## config.mk

```make
export PLATFORM = sky130hd
export DESIGN_NAME = adcfmt_top
export DESIGN_NICKNAME = d
export VERILOG_FILES = /design/src/inc/adcfmt_pkg.sv /design/src/verilog/adcfmt_top.sv
export VERILOG_INCLUDE_DIRS = /design/src /design/src/inc
export SDC_FILE = /design/constraint.sdc
export NUM_CORES = 1
export LEC_CHECK = 0
export BUFFER_PORTS_ARGS = -buffer_cell sky130_fd_sc_hd__clkbuf_2
export CORE_ASPECT_RATIO = 2
export CORE_UTILIZATION = 57
export CTS_CLUSTER_SIZE = 12
export DETAILED_ROUTE_END_ITERATION = 8
export MAX_ROUTING_LAYER = met4
export PLACE_DENSITY = 0.8
export SLEW_MARGIN = 20
export SYNTH_ARGS = -nofsm -noshare
export SYNTH_HDL_FRONTEND = slang
export SYNTH_SLANG_ARGS = --single-unit
```

## constraint.sdc

```tcl
create_clock -name hclk -period 3.2 [get_ports hclk]
set_clock_uncertainty 0.2 [all_clocks]
set_input_delay 0.64 -clock hclk [delete_from_list [all_inputs] [get_ports hclk]]
set_output_delay 0.64 -clock hclk [all_outputs]
set_load 0.005 [all_outputs]
```

## src/inc/adcfmt_defs.svh

```systemverilog
// offsets, field positions, reset values and counts of the converter control
`ifndef ADCFMT_DEFS_SVH
`define ADCFMT_DEFS_SVH
// ==========================================================
// register byte offsets
`define ADCF_A_CTRL 8'h00
`define ADCF_A_FMT 8'h04
`define ADCF_A_MODE 8'h08
`define ADCF_A_STAT 8'h0c
`define ADCF_A_IST 8'h10
`define ADCF_A_IMSK 8'h14
// ==========================================================
// field positions
`define ADCF_B_SER 0
`define ADCF_B_PWR_LO 1
`define ADCF_B_DCOINV 3
`define ADCF_B_FMT_LO 2
`define ADCF_B_MF_LO 5
// ==========================================================
// power mode and mode pin function codes
`define ADCF_PM_RUN 2'h0
`define ADCF_PM_DOWN 2'h1
`define ADCF_PM_STBY 2'h2
`define ADCF_MF_OFF 2'h0
`define ADCF_MF_PD 2'h1
`define ADCF_MF_SB 2'h2
`define ADCF_MF_OEB 2'h3
// ==========================================================
// output format codes and data limits
`define ADCF_FMT_OB 2'h0
`define ADCF_FMT_TC 2'h1
`define ADCF_FMT_GRAY 2'h2
`define ADCF_CODE_MAX 14'h3fff
`define ADCF_CODE_MIN 14'h0000
`define ADCF_IN_MAX 16'sh3fff
// ==========================================================
// reset values and counts
`define ADCF_RST_ZERO 32'h0000_0000
`define ADCF_NIRQ 3
`define ADCF_STRAP_WAIT 2'h3
`endif

```

## src/inc/adcfmt_pkg.sv

```systemverilog
// types shared by the converter control block
package adcfmt_pkg;
    // power sequencing states
    typedef enum logic [1:0] {
        PWR_RUN,
        PWR_STBY,
        PWR_DOWN,
        PWR_WAKE
    } adcf_pwr_t;
    // one pipeline word: overrange flag above 14 data bits
    typedef logic [14:0] adcf_word_t;
endpackage : adcfmt_pkg

```

## src/verilog/adcfmt_top.sv

```systemverilog
// converter control: clock divide, power, output format, ahb registers
//
// The register addresses and register access over AHB-Lite were decided locally.
`timescale 1ns/1ps
`include "adcfmt_defs.svh"

// Function
// - divide sample clock by one, two, four
// - strap pin high powers device down without serial configuration
// - pin or mode pin low wakes device
// - serial command or mode pin powers down
// - powered down means data drivers released
// - serial standby keeps reference, quick wake
// - strap picks offset binary or twos complement
// - serial mode adds gray code format
// - mode pin function field bits six five
// - output enable bar gates data, dco
// - result appears eight conversion cycles later
// - outputs update after conversion clock edge
// - data clock out, polarity selectable
// - clamp out of range, flag overrange
// - fourteen data bits plus overrange flag
module adcfmt_top #(
    parameter int LAT = 8,
    parameter int WAKE_DOWN_CYC = 16,
    parameter int WAKE_STBY_CYC = 4
) (
    input wire logic hclk,
    input wire logic hresetn,
    input wire logic hsel,
    input wire logic [7:0] haddr,
    input wire logic [1:0] htrans,
    input wire logic hwrite,
    input wire logic [2:0] hsize,
    input wire logic [31:0] hwdata,
    input wire logic hready,
    output logic hreadyout,
    output logic hresp,
    output logic [31:0] hrdata,
    input wire logic signed [15:0] core_sample,
    input wire logic power_down_pin,
    input wire logic mode_pin,
    input wire logic serial_clock_format_strap,
    output logic [13:0] data_o,
    output logic overrange_o,
    output logic data_oe,
    output logic data_clock_out,
    output logic data_clock_oe,
    output logic irq
);
    // ==========================================================
    // pin synchronisers
    logic [2:0] pin_raw; // asynchronous pins
    logic [2:0] s1_r; // first stage, read by s2 only
    logic [2:0] s2_r;
    logic [2:0] s3_r;
    logic [2:0] pin_st_r; // accepted pin levels
    assign pin_raw = {serial_clock_format_strap, mode_pin,
                      power_down_pin};
    genvar gi;
    generate
        for (gi = 0; gi < 3; gi++)
        begin : g_sync
            // change counts once stages two and three agree
            always_ff @(posedge hclk or negedge hresetn)
            begin
                if (!hresetn)
                begin
                    s1_r[gi] <= 1'b0;
                    s2_r[gi] <= 1'b0;
                    s3_r[gi] <= 1'b0;
                    pin_st_r[gi] <= 1'b0;
                end
                else
                begin
                    s1_r[gi] <= pin_raw[gi];
                    s2_r[gi] <= s1_r[gi];
                    s3_r[gi] <= s2_r[gi];
                    if (s2_r[gi] == s3_r[gi])
                        pin_st_r[gi] <= s3_r[gi];
                end
            end
        end
    endgenerate
    logic pd_pin; // accepted power-down strap level
    logic mode_lv; // accepted mode pin level
    assign pd_pin = pin_st_r[0];
    assign mode_lv = pin_st_r[1];

    // ==========================================================
    // format strap, caught once the synchroniser has settled
    logic [1:0] strap_cnt_r;
    logic fmt_strap_r; // 1: twos complement
    always_ff @(posedge hclk or negedge hresetn)
    begin
        if (!hresetn)
        begin
            strap_cnt_r <= 2'h0;
            fmt_strap_r <= 1'b0;
        end
        else if (strap_cnt_r != `ADCF_STRAP_WAIT)
        begin
            // count agreeing cycles only, so the level has reached s3
            if (s2_r[2] == s3_r[2])
                strap_cnt_r <= strap_cnt_r + 2'h1;
            fmt_strap_r <= s3_r[2]; // late pins cannot change it
        end
    end

    // ==========================================================
    // software registers
    logic ser_r; // serial configuration in use
    logic [1:0] pmode_r; // software power mode
    logic dco_inv_r; // data clock polarity
    logic [1:0] div_r; // 0:/1 1:/2 2:/4
    logic [1:0] fmt_r; // serial output format
    logic [1:0] mfun_r; // mode pin function
    logic [2:0] ist_r; // sticky events
    logic [2:0] imsk_r; // event mask
    logic a_wr_r; // pending write data phase
    logic [7:0] a_addr_r; // its address
    logic ap_take;
    logic wr_go;
    assign ap_take = hsel && htrans[1] && hready;
    assign wr_go = a_wr_r;
    assign hreadyout = 1'b1; // zero wait, always OKAY
    assign hresp = 1'b0;

    // address phase capture
    always_ff @(posedge hclk or negedge hresetn)
    begin
        if (!hresetn)
        begin
            a_wr_r <= 1'b0;
            a_addr_r <= 8'h00;
        end
        else
        begin
            a_wr_r <= ap_take && hwrite;
            a_addr_r <= haddr;
        end
    end

    // control registers written in the data phase
    always_ff @(posedge hclk or negedge hresetn)
    begin
        if (!hresetn)
        begin
            ser_r <= 1'b0;
            pmode_r <= `ADCF_PM_RUN;
            dco_inv_r <= 1'b0;
            div_r <= 2'h0;
            fmt_r <= `ADCF_FMT_OB;
            mfun_r <= `ADCF_MF_OFF;
            imsk_r <= 3'h0;
        end
        else if (wr_go)
        begin
            case (a_addr_r)
                `ADCF_A_CTRL:
                begin
                    ser_r <= hwdata[`ADCF_B_SER];
                    pmode_r <= hwdata[`ADCF_B_PWR_LO +: 2];
                    dco_inv_r <= hwdata[`ADCF_B_DCOINV];
                end
                `ADCF_A_FMT:
                begin
                    div_r <= (hwdata[1:0] == 2'h3) ? 2'h2 : hwdata[1:0];
                    fmt_r <= hwdata[`ADCF_B_FMT_LO +: 2];
                end
                `ADCF_A_MODE:
                    mfun_r <= hwdata[`ADCF_B_MF_LO +: 2];
                `ADCF_A_IMSK:
                    imsk_r <= hwdata[2:0];
                default:
                    ; // unmapped or read-only: ignored
            endcase
        end
    end

    // ==========================================================
    // power sequencing
    adcfmt_pkg::adcf_pwr_t pwr_r;
    logic [15:0] wake_r; // wake countdown
    logic pd_req; // power-down wanted
    logic sb_req; // standby wanted
    logic run;
    // strap pin alone without serial; command or pin with it
    assign pd_req = ser_r ? ((pmode_r == `ADCF_PM_DOWN)
                    || (mfun_r == `ADCF_MF_PD && mode_lv))
                    : pd_pin;
    // standby is only reachable under serial configuration
    assign sb_req = ser_r && !pd_req &&
                    ((pmode_r == `ADCF_PM_STBY)
                    || (mfun_r == `ADCF_MF_SB && mode_lv));
    assign run = (pwr_r == adcfmt_pkg::PWR_RUN);

    always_ff @(posedge hclk or negedge hresetn)
    begin
        if (!hresetn)
        begin
            pwr_r <= adcfmt_pkg::PWR_RUN;
            wake_r <= 16'h0;
        end
        else
        begin
            case (pwr_r)
                adcfmt_pkg::PWR_RUN:
                    if (pd_req)
                        pwr_r <= adcfmt_pkg::PWR_DOWN;
                    else if (sb_req)
                        pwr_r <= adcfmt_pkg::PWR_STBY;
                adcfmt_pkg::PWR_DOWN:
                    if (!pd_req)
                    begin
                        pwr_r <= sb_req ? adcfmt_pkg::PWR_STBY
                                        : adcfmt_pkg::PWR_WAKE;
                        wake_r <= 16'(WAKE_DOWN_CYC - 1);
                    end
                adcfmt_pkg::PWR_STBY:
                    if (pd_req)
                        pwr_r <= adcfmt_pkg::PWR_DOWN;
                    else if (!sb_req)
                    begin
                        // reference kept up: shorter wake
                        pwr_r <= adcfmt_pkg::PWR_WAKE;
                        wake_r <= 16'(WAKE_STBY_CYC - 1);
                    end
                adcfmt_pkg::PWR_WAKE:
                    if (pd_req)
                        pwr_r <= adcfmt_pkg::PWR_DOWN;
                    else if (sb_req)
                        pwr_r <= adcfmt_pkg::PWR_STBY;
                    else if (wake_r == 16'h0)
                        pwr_r <= adcfmt_pkg::PWR_RUN;
                    else
                        wake_r <= wake_r - 16'h1;
                default:
                    pwr_r <= adcfmt_pkg::PWR_DOWN;
            endcase
        end
    end

    // ==========================================================
    // conversion clock divider
    logic [1:0] dcnt_r;
    logic [1:0] dlast; // last count of a period
    logic tick; // one conversion clock edge
    // a source above rating must be divided down by software
    assign dlast = (div_r == 2'h0) ? 2'h0 :
                   (div_r == 2'h1) ? 2'h1 : 2'h3;
    assign tick = run && (dcnt_r == dlast);
    always_ff @(posedge hclk or negedge hresetn)
    begin
        if (!hresetn)
            dcnt_r <= 2'h0;
        else if (!run || dcnt_r >= dlast)
            dcnt_r <= 2'h0;
        else
            dcnt_r <= dcnt_r + 2'h1;
    end

    // ==========================================================
    // clamp and pipeline
    adcfmt_pkg::adcf_word_t clamp_w; // clamped sample, flag
    adcfmt_pkg::adcf_word_t pipe_r [LAT];
    always_comb
    begin
        // out of range sticks to the end codes with the flag
        if (core_sample < 16'sh0)
            clamp_w = {1'b1, `ADCF_CODE_MIN};
        else if (core_sample > `ADCF_IN_MAX)
            clamp_w = {1'b1, `ADCF_CODE_MAX};
        else
            clamp_w = {1'b0, core_sample[13:0]};
    end
    generate
        for (gi = 0; gi < LAT; gi++)
        begin : g_pipe
            // stage gi, advanced on conversion edges only
            always_ff @(posedge hclk or negedge hresetn)
            begin
                if (!hresetn)
                    pipe_r[gi] <= 15'h0;
                else if (tick)
                    pipe_r[gi] <= (gi == 0) ? clamp_w
                                            : pipe_r[(gi == 0) ? 0 : gi - 1];
            end
        end
    endgenerate

    // ==========================================================
    // output format and drivers
    logic [1:0] fmt_eff; // format in force
    logic [13:0] ob; // offset binary of last stage
    logic [13:0] fmt_w;
    assign fmt_eff = ser_r ? fmt_r :
                     (fmt_strap_r ? `ADCF_FMT_TC : `ADCF_FMT_OB);
    assign ob = pipe_r[LAT-1][13:0];
    always_comb
    begin
        case (fmt_eff)
            `ADCF_FMT_TC:
                fmt_w = {~ob[13], ob[12:0]};
            `ADCF_FMT_GRAY:
                fmt_w = ob ^ {1'b0, ob[13:1]};
            default:
                fmt_w = ob;
        endcase
    end
    // data registers, changed right after a conversion edge
    always_ff @(posedge hclk or negedge hresetn)
    begin
        if (!hresetn)
        begin
            data_o <= 14'h0;
            overrange_o <= 1'b0;
        end
        else if (tick)
        begin
            data_o <= fmt_w;
            overrange_o <= pipe_r[LAT-1][14];
        end
    end
    logic oeb_off; // mode pin releases the bus
    assign oeb_off = ser_r && (mfun_r == `ADCF_MF_OEB) && mode_lv;
    // enables and data clock; with dco_inv_r clear, dco low while data changes, held high at divide by one
    always_ff @(posedge hclk or negedge hresetn)
    begin
        if (!hresetn)
        begin
            data_oe <= 1'b0;
            data_clock_oe <= 1'b0;
            data_clock_out <= 1'b0;
        end
        else
        begin
            data_oe <= run && !oeb_off;
            data_clock_oe <= run && !oeb_off;
            data_clock_out <= (!tick || div_r == 2'h0)
                              ^ dco_inv_r;
        end
    end

    // ==========================================================
    // interrupts: set wins over write-one-to-clear
    logic [2:0] ev; // overrange, powered down, woke up
    logic [2:0] iclr;
    adcfmt_pkg::adcf_pwr_t pwr_d_r;
    always_ff @(posedge hclk or negedge hresetn)
    begin
        if (!hresetn)
            pwr_d_r <= adcfmt_pkg::PWR_RUN;
        else
            pwr_d_r <= pwr_r;
    end
    assign ev[0] = tick && pipe_r[LAT-1][14];
    assign ev[1] = (pwr_r == adcfmt_pkg::PWR_DOWN)
                   && (pwr_d_r != adcfmt_pkg::PWR_DOWN);
    assign ev[2] = run && (pwr_d_r == adcfmt_pkg::PWR_WAKE);
    assign iclr = (wr_go && a_addr_r == `ADCF_A_IST) ?
                  hwdata[2:0] : 3'h0;
    always_ff @(posedge hclk or negedge hresetn)
    begin
        if (!hresetn)
            ist_r <= 3'h0;
        else
            ist_r <= (ist_r & ~iclr) | ev;
    end
    assign irq = |(ist_r & imsk_r);

    // ==========================================================
    // read data, registered in the address phase
    logic [31:0] rd_w;
    always_comb
    begin
        rd_w = `ADCF_RST_ZERO;
        case (haddr)
            `ADCF_A_CTRL:
                rd_w[3:0] = {dco_inv_r, pmode_r, ser_r};
            `ADCF_A_FMT:
                rd_w[3:0] = {fmt_r, div_r};
            `ADCF_A_MODE:
                rd_w[6:5] = mfun_r;
            `ADCF_A_STAT:
                rd_w[5:0] = {overrange_o, mode_lv, pd_pin,
                             fmt_strap_r, pwr_r};
            `ADCF_A_IST:
                rd_w[2:0] = ist_r;
            `ADCF_A_IMSK:
                rd_w[2:0] = imsk_r;
            default:
                rd_w = `ADCF_RST_ZERO; // unmapped reads zero
        endcase
    end
    always_ff @(posedge hclk or negedge hresetn)
    begin
        if (!hresetn)
            hrdata <= `ADCF_RST_ZERO;
        else if (ap_take && !hwrite)
            hrdata <= rd_w;
    end

    // ==========================================================
    // assertions
    div_four_a: assert property (@(posedge hclk) disable iff (!hresetn)
        (tick && div_r == 2'h2 && $stable(div_r))
        |=> (!tick || div_r != 2'h2)[*3])
        else $error("divide by four ticks too soon");
    pin_down_a: assert property (@(posedge hclk) disable iff (!hresetn)
        (!ser_r && pd_pin) |=> ##[0:1] pwr_r == adcfmt_pkg::PWR_DOWN)
        else $error("strap pin did not power down");
    wake_up_a: assert property (@(posedge hclk) disable iff (!hresetn)
        (pwr_r == adcfmt_pkg::PWR_DOWN && !pd_req && !sb_req)
        |=> pwr_r == adcfmt_pkg::PWR_WAKE)
        else $error("release did not start wake");
    sw_down_a: assert property (@(posedge hclk) disable iff (!hresetn)
        (ser_r && pmode_r == `ADCF_PM_DOWN) |=> ##[0:1]
        pwr_r == adcfmt_pkg::PWR_DOWN)
        else $error("serial command did not power down");
    off_hiz_a: assert property (@(posedge hclk) disable iff (!hresetn)
        (pwr_r == adcfmt_pkg::PWR_DOWN) |=> !data_oe)
        else $error("drivers on while powered down");
    stby_ser_a: assert property (@(posedge hclk) disable iff (!hresetn)
        (pwr_r == adcfmt_pkg::PWR_STBY) |-> $past(ser_r))
        else $error("standby without serial configuration");
    oeb_off_a: assert property (@(posedge hclk) disable iff (!hresetn)
        oeb_off |=> (!data_oe && !data_clock_oe))
        else $error("oeb high left drivers on");
    upd_tick_a: assert property (@(posedge hclk) disable iff (!hresetn)
        !$stable(data_o) |-> $past(tick))
        else $error("data changed without conversion edge");
    clamp_or_a: assert property (@(posedge hclk) disable iff (!hresetn)
        (tick && ev[0] && fmt_eff == `ADCF_FMT_OB) |=>
        (overrange_o && (data_o == `ADCF_CODE_MAX
        || data_o == `ADCF_CODE_MIN)))
        else $error("overrange not at an end code");
    twos_msb_a: assert property (@(posedge hclk) disable iff (!hresetn)
        (tick && fmt_eff == `ADCF_FMT_TC) |=>
        data_o == {~$past(ob[13]), $past(ob[12:0])})
        else $error("twos complement code wrong");
    run_c: cover property (@(posedge hclk) disable iff (!hresetn)
        tick && ev[0]);
    down_c: cover property (@(posedge hclk) disable iff (!hresetn)
        ev[1] ##[1:100] ev[2]);
    oeb_c: cover property (@(posedge hclk) disable iff (!hresetn)
        run && oeb_off);
    gray_c: cover property (@(posedge hclk) disable iff (!hresetn)
        tick && fmt_eff == `ADCF_FMT_GRAY);
endmodule : adcfmt_top

```

## Word-level counts from Yosys, hierarchy flattened

Index checks and enable logic that the tools add are counted.

| word-level totals | value |
|---|---|
| bits in registers | 205 |
| input port bits | 69 |
| output and inout bits | 53 |
| word-level logic and storage cells | 162 |

| operators by class | value |
|---|---|
| add/subtract/negate cells | 3 |
| $lt $le $gt $ge | 3 |
| eq/ne operators | 37 |
| mux-type cells | 33 |
| bitwise logic cells | 7 |
| reduce and logical (&&, ||, !) cells | 39 |

Operators with widths:

| operator | number |
|---|---|
| $mux 16 | 6 |
| $pmux 16 s3 | 1 |
| $eq 8x5->1 const B | 4 |
| $mux 15 | 2 |
| $mux 2 | 14 |
| $pmux 14 s2 | 1 |
| $eq 8x4->1 const B | 3 |
| $eq 2x2->1 const B | 8 |
| $eq 8x3->1 const B | 2 |
| $gt 16x15->1 const B | 1 |
| $logic_and 1x1->1 | 16 |
| $logic_not 16->1 | 1 |
| $logic_not 8->1 | 2 |
| $lt 16x1->1 const B | 1 |
| $ne 2x2->1 const B | 8 |
| $sub 16x1->16 const B | 1 |
| $pmux 3 s5 | 1 |
| $xor 14x13->14 | 1 |
| $eq 2x1->1 const B | 5 |
| $reduce_and 2->1 | 5 |
| $pmux 2 s4 | 1 |
| $reduce_and 7->1 | 1 |
| $and 3x3->3 | 2 |
| $ne 3x3->1 const B | 2 |
| 19 further kinds | 33 |

## Longest topological paths before layout

| logic depth | value |
|---|---|
| depth after elaboration | 10 |
| depth in mapped cells | 9 |
| depth with buffers taken out | 8 |

## Least setup slack after synthesis

Ideal clock, no wire load.

| path | value |
|---|---|
| kind | register -> register |
| start point | register pmode_r[1] |
| end point | register wake_r[13] |
| setup time | 66 ps |
| data arrival time | 2182 ps |
| slack | 752 ps |
| cell stages (with the launch flop) | 8 |
| period minus slack after synthesis | 2448 ps |
| cell sequence | dfrtp_1 > nand2b_1 > and4b_2 > o211a_4 > or4b_4 > buf_6 > or4_1 > nand2_1 |

| on the way | value |
|---|---|
| cells in the longest elaborated chain, start to end | 8 |
| elaborated cells between the ends (all ways) | 14 |
| those cells by class | 7 x eq/ne; 1 x mux; 6 x reduce/logical |

RTL lines:

| what | line | RTL |
|---|---|---|
| start: declaration | adcfmt_top.sv:113 | `logic [1:0] pmode_r;` |
| start signal: assignment | adcfmt_top.sv:150 | `` pmode_r <= `ADCF_PM_RUN; `` |
| start signal: assignment | adcfmt_top.sv:163 | `` pmode_r <= hwdata[`ADCF_B_PWR_LO +: 2]; `` |
| $eq 2x1->1 (no source line) | -- |  |
| $logic_or 1x1->1 | adcfmt_top.sv:189 | `` assign pd_req = ser_r ? ((pmode_r == `ADCF_PM_DOWN) `` |
| $mux 1 | adcfmt_top.sv:189 |  |
| $logic_not 1->1 | -- |  |
| $logic_and 1x1->1 (2 in series) | adcfmt_top.sv:193 | `assign sb_req = ser_r && !pd_req &&` |
| $ne 2x2->1 (no source line) | -- |  |
| $reduce_and 7->1 (no source line) (*) | -- |  |
| end signal: assignment | adcfmt_top.sv:218 | `wake_r <= 16'(WAKE_DOWN_CYC - 1);` |
| end signal: assignment | adcfmt_top.sv:227 | `wake_r <= 16'(WAKE_STBY_CYC - 1);` |
| end signal: assignment | adcfmt_top.sv:237 | `wake_r <= wake_r - 16'h1;` |
| end: declaration | adcfmt_top.sv:184 | `logic [15:0] wake_r;` |

Mark *: on every way between the ends. The rest lies on a longest branch, timed or not.
A chain may end at the register's enable or synchronous reset.

## Worst setup path in the final report

| path | value |
|---|---|
| start point | register wake_r[0] |
| end point | register wake_r[6] |

| on the way | value |
|---|---|
| cells in the longest elaborated chain, start to end | 5 |
| elaborated cells between the ends (all ways) | 8 |
| those cells by class | 1 x add/sub; 1 x eq/ne; 4 x mux; 2 x reduce/logical |

RTL lines:

| what | line | RTL |
|---|---|---|
| $sub 16x1->16 | adcfmt_top.sv:237 |  |
| $mux 16 | adcfmt_top.sv:234 | `else if (wake_r == 16'h0)` |
| $mux 16 | adcfmt_top.sv:232 | `else if (sb_req)` |
| $mux 16 | adcfmt_top.sv:230 | `if (pd_req)` |
| $pmux 16 s3 | adcfmt_top.sv:207 | `case (pwr_r)` |

Several ways; a longest one is shown, not always the timed one. The select of a mux whose other input is x is not followed.

==> results.yml <==
route:
  drc_markers: 0
  via_per_inst: 5.45
  initial_drt_pass_iterations: 5
  routed-via-count: 6337
  antenna_violating_nets_left: 0
  drt-wirelength-per-cell_um: 15.3
  wirelength_um: 17800
  first_iter_violations: 409
min_path:
  min_delay_path_depth: 1
  worst_hold_path_class: "in -> reg"
  min-delay-start: "serial_clock_format_strap"
  worstHoldEndpoint: "s1_r[2]$_DFF_PN0_"
setup_path:
  critical_path.cell_chain: "inv_1 -> ha_1 -> nor4b_1 -> nand4_1 -> o211ai_1 -> nor3_1 -> or4b_2 -> a21oi_1"
  reg2reg_depth: 8
  cpMaxStageDelayCell: "sky130_fd_sc_hd__or4b_2"
  path_class: "reg -> reg"
  critPathRequiredTime_ps: 3410
  critical_path_peak_fanout: 6
  reg2reg_from: "wake_r[0]$_DFFE_PN0P_"
  critical_path.startpoint_type: "register"
  cp.arrival_ps: 3000
  r2r_slack_ps: 420
  worst_r2r_endpoint: "wake_r[6]$_DFFE_PN0P_"
  critical_path.endpoint_type: "register"
  crit_path_max_incr_delay_ps: 630
floorplan:
  die_area_mm2: 0.0158
  rows: 63
  ioPinCount: 122
  dieHeight_um: 177
  coreArea_mm2: 0.0148
  floorplan.initialDensity_pct: 58.6
  floorplan_die_width_um: 89.3
placement:
  placed_cells_incl_taps: 1138
  gp_congestion: 0.899
  buffer_ports.inserted: 64
  detailed_place_hpwl_um: 11600
pwr:
  vdd.ir_drop.worst_v: 0.000559
  power_frac_seq_pct: 53.3
  power.share.clock_pct: 28.7
  power_density_mw_per_mm2: 761
  power_frac_comb_pct: 18.1
  netSwitchingFraction_pct: 30.4
  power.static_leakage_uw: 0.00497
  internal_power_consumption_uw: 5140
  total_switching_power_uw: 2240
global_routing:
  grt_overflow: 0
  vias_in_the_first_global_route: 6060
  grt_pass1_wl_um: 28700
  largest_net_degree_at_the_start_of_global_routing: 135
  grt_antenna_before_repair: 0
  gr-usage-all-layers_pct: 24.3
cells_and_area:
  insertedDiodeCount: 0
  drive_gt1_share_pct: 13.4
  fillers: 1234
  fin_nets: 1042
  area_growth_syn_to_layout_pct: 11.8
  instances_no_fill: 1163
job:
  max_cap_viol_count: 0
clocking:
  clk_path_buf_depth: 3
  number_of_buffers_added_by_the_clock_tree_synthesis_step: 21
  maximum_level_of_the_cts_h_tree: 1
  postCtsResizedCells: 0
  clockRootBuffer: "sky130_fd_sc_hd__clkbuf_16"
  clock_sinks: 205
  clk_pin_slew_ps: 60
  tritoncts: "done"
  clk-insertion-delay-late_ps: 500
logic_synthesis:
  synth_largest_area_cell: "sky130_fd_sc_hd__dfrtp_1"
  yosysMostFrequentCell: "sky130_fd_sc_hd__nand2_1"
  yosys_warnings: 0
  synth_top_flop_cell: "sky130_fd_sc_hd__dfrtp_1"
  synthesis.instances: 913
  yosysUniqueCellTypes: 54
  synth_edf_count: 0
  asyncSetResetFlopFracSynth_pct: 100
  most_common_library_cells_after_synthesis: "sky130_fd_sc_hd__nand2_1 (371), sky130_fd_sc_hd__dfrtp_1 (205), sky130_fd_sc_hd__nor2_1 (50)"
  avgSynthCellArea_um2: 9.51
  synth_seq_cells: 205
  mappedNetlistArea_mm2: 0.00868
  synth.area.top_cells: "sky130_fd_sc_hd__dfrtp_1 (59%), sky130_fd_sc_hd__nand2_1 (16%), sky130_fd_sc_hd__buf_4 (2.4%)"
  synth_top_area_share_pct: 59.1
  yosysSeqAreaShare_pct: 59.1
timing:
  finalSetupViolations: 0
  grt_setup_unrepaired: "no"
  worst-slew-pin-transition_ps: 848
  timing.setup.tns_ps: 0
  maxClockFrequency_ghz: 0.359
  worst_slew_margin_rel_pct: 42.7
  clock_period_minus_final_worst_setup_slack_ps: 2780
  timing.final.hold_violations: 0
  final-max-slew-violation-count: 0
  final.period_utilization_pct: 87.0
status:
  result_of_the_run: "completed"
-- how the worst max path moves through the flow --
stage | cells after the start | startpoint | to | slack [ps]
after detailed placement | 8 | wake_r[0]$_DFFE_PN0P_ | wake_r[6]$_DFFE_PN0P_ | 460
final | 8 | wake_r[0]$_DFFE_PN0P_ | wake_r[6]$_DFFE_PN0P_ | 420
after floorplan | 7 | pmode_r[1]$_DFFE_PN0P_ | wake_r[13]$_DFFE_PN0P_ | 750
after global placement | 8 | wake_r[0]$_DFFE_PN0P_ | wake_r[6]$_DFFE_PN0P_ | 520
after CTS | 8 | wake_r[0]$_DFFE_PN0P_ | wake_r[6]$_DFFE_PN0P_ | 390
after global routing | 8 | wake_r[0]$_DFFE_PN0P_ | wake_r[6]$_DFFE_PN0P_ | 220
-- area by class of cell --
type                            instances  area (µm²)  area share (%)
Multi-Input combinational cell        652        3250            33.5
Inverter                               11        41.3           0.425
Clock buffer                           22         539            5.56
Timing Repair Buffer                   76         484            4.99
Clock inverter                          2        20.0           0.206
Sequential cell                       205        5130            52.8
Tap cell                              195         244            2.51
-- power groups by stage --
stage | combinational [µW] | clock, µW | sequential [µW]
floorplan | 948 | 0 | 3780
CTS | 1360 | 2160 | 3930
global placement | 1270 | 0 | 3920
finish | 1330 | 2120 | 3930
detailed placement | 1330 | 0 | 3960
global route | 1560 | 2250 | 4030
-- placed cells by master (no fill, tap or decap), types with 3 or more instances in the layout --
cell | Yosys | routed
sky130_fd_sc_hd__xnor2_1 | 4 | 4
sky130_fd_sc_hd__or4_1 | 7 | 7
sky130_fd_sc_hd__clkbuf_2 | 0 | 63
sky130_fd_sc_hd__nand2b_1 | 4 | 4
sky130_fd_sc_hd__mux2i_1 | 3 | 3
sky130_fd_sc_hd__mux2_2 | 15 | 15
sky130_fd_sc_hd__mux4_2 | 3 | 3
sky130_fd_sc_hd__a221oi_1 | 7 | 7
sky130_fd_sc_hd__o211ai_1 | 3 | 3
sky130_fd_sc_hd__inv_1 | 11 | 11
sky130_fd_sc_hd__nor2b_1 | 7 | 7
sky130_fd_sc_hd__nor3b_1 | 8 | 8
sky130_fd_sc_hd__o21ai_0 | 37 | 37
sky130_fd_sc_hd__o31ai_1 | 17 | 17
sky130_fd_sc_hd__nor4_1 | 7 | 7
sky130_fd_sc_hd__buf_12 | 0 | 5
sky130_fd_sc_hd__clkbuf_16 | 0 | 21
sky130_fd_sc_hd__a21oi_1 | 17 | 17
sky130_fd_sc_hd__xor2_1 | 3 | 3
sky130_fd_sc_hd__nor2_1 | 50 | 50
sky130_fd_sc_hd__or3_1 | 7 | 7
sky130_fd_sc_hd__nor3_1 | 3 | 3
sky130_fd_sc_hd__nand2_1 | 371 | 371
sky130_fd_sc_hd__dfrtp_1 | 205 | 205
sky130_fd_sc_hd__conb_1 | 2 | 27
sky130_fd_sc_hd__o41ai_1 | 3 | 3
sky130_fd_sc_hd__or2_2 | 4 | 4
sky130_fd_sc_hd__buf_4 | 28 | 6
sky130_fd_sc_hd__ha_1 | 6 | 6
sky130_fd_sc_hd__nand3_1 | 4 | 3
-- kinds of logic (layout without fill, tap and decap cells) --
group                    count (synthesis)  in the layout  synth area share, %
other                                    2             27               0.0865
adder cells (fa/ha/maj)                  8              8                 1.10
multiplexers                            21             21                 3.07
AND/OR/NAND/NOR                        488            488                 23.5
XOR/XNOR                                 7              7                0.706
AO/OA/AOI/OAI                          101            101                 7.62
flip-flops                             205            205                 59.1
buffers and inverters                   81            111                 4.80
-- sequential cells by signal (all words and copies together) (netlist names), 2 cells and up --
signal and cells:
s3_r 3, imsk_r 3, fmt_r 2, hrdata 7
mfun_r 2, ist_r 3, ob 14, dcnt_r 2
pwr_r 2, div_r 2, pmode_r 2, data_o 14
strap_cnt_r 2, pipe_r 106, wake_r 16, a_addr_r 8
s2_r 3, pwr_d_r 2, s1_r 3
-- what timing repair did --
action / in CTS / in global routing
hold buffers: 1 / 0
setup buffers: 0 / 0
endpoints found under the hold margin: 52 / 0
-- worst max-delay path: cells and delay by family (launching register included) --
kind,cells,cell delay (ps)
compound gates,2,410
fa+ha+maj,1,240
buf+inv,1,70
flops,1,390
simple gates,4,1390
-- metal layers --
layer  GRT usage, %  wire length (µm)  vias to the layer above
met1           26.6              6480                     3110
met5              -                 0                        -
li1               -                 -                     3032
met2           42.7              9850                      143
met3           3.46               664                       52
met4           11.0               792                        0
-- metrics by stage --
step                      setup WS [ps]  utilization (%)  instance area (µm²)  hold slack (ps)  power, µW
final                               416             65.5                 9710             47.2       7380
after global routing                221             65.5                 9710             42.8       7840
after CTS                           386             65.5                 9710             36.7       7440
after global placement              516             61.7                 9140              131       5190
after detailed placement            460             61.7                 9140              142       5290
after floorplan                     752                -                 8780              131       4730
Power figures use the tool's default switching activity.
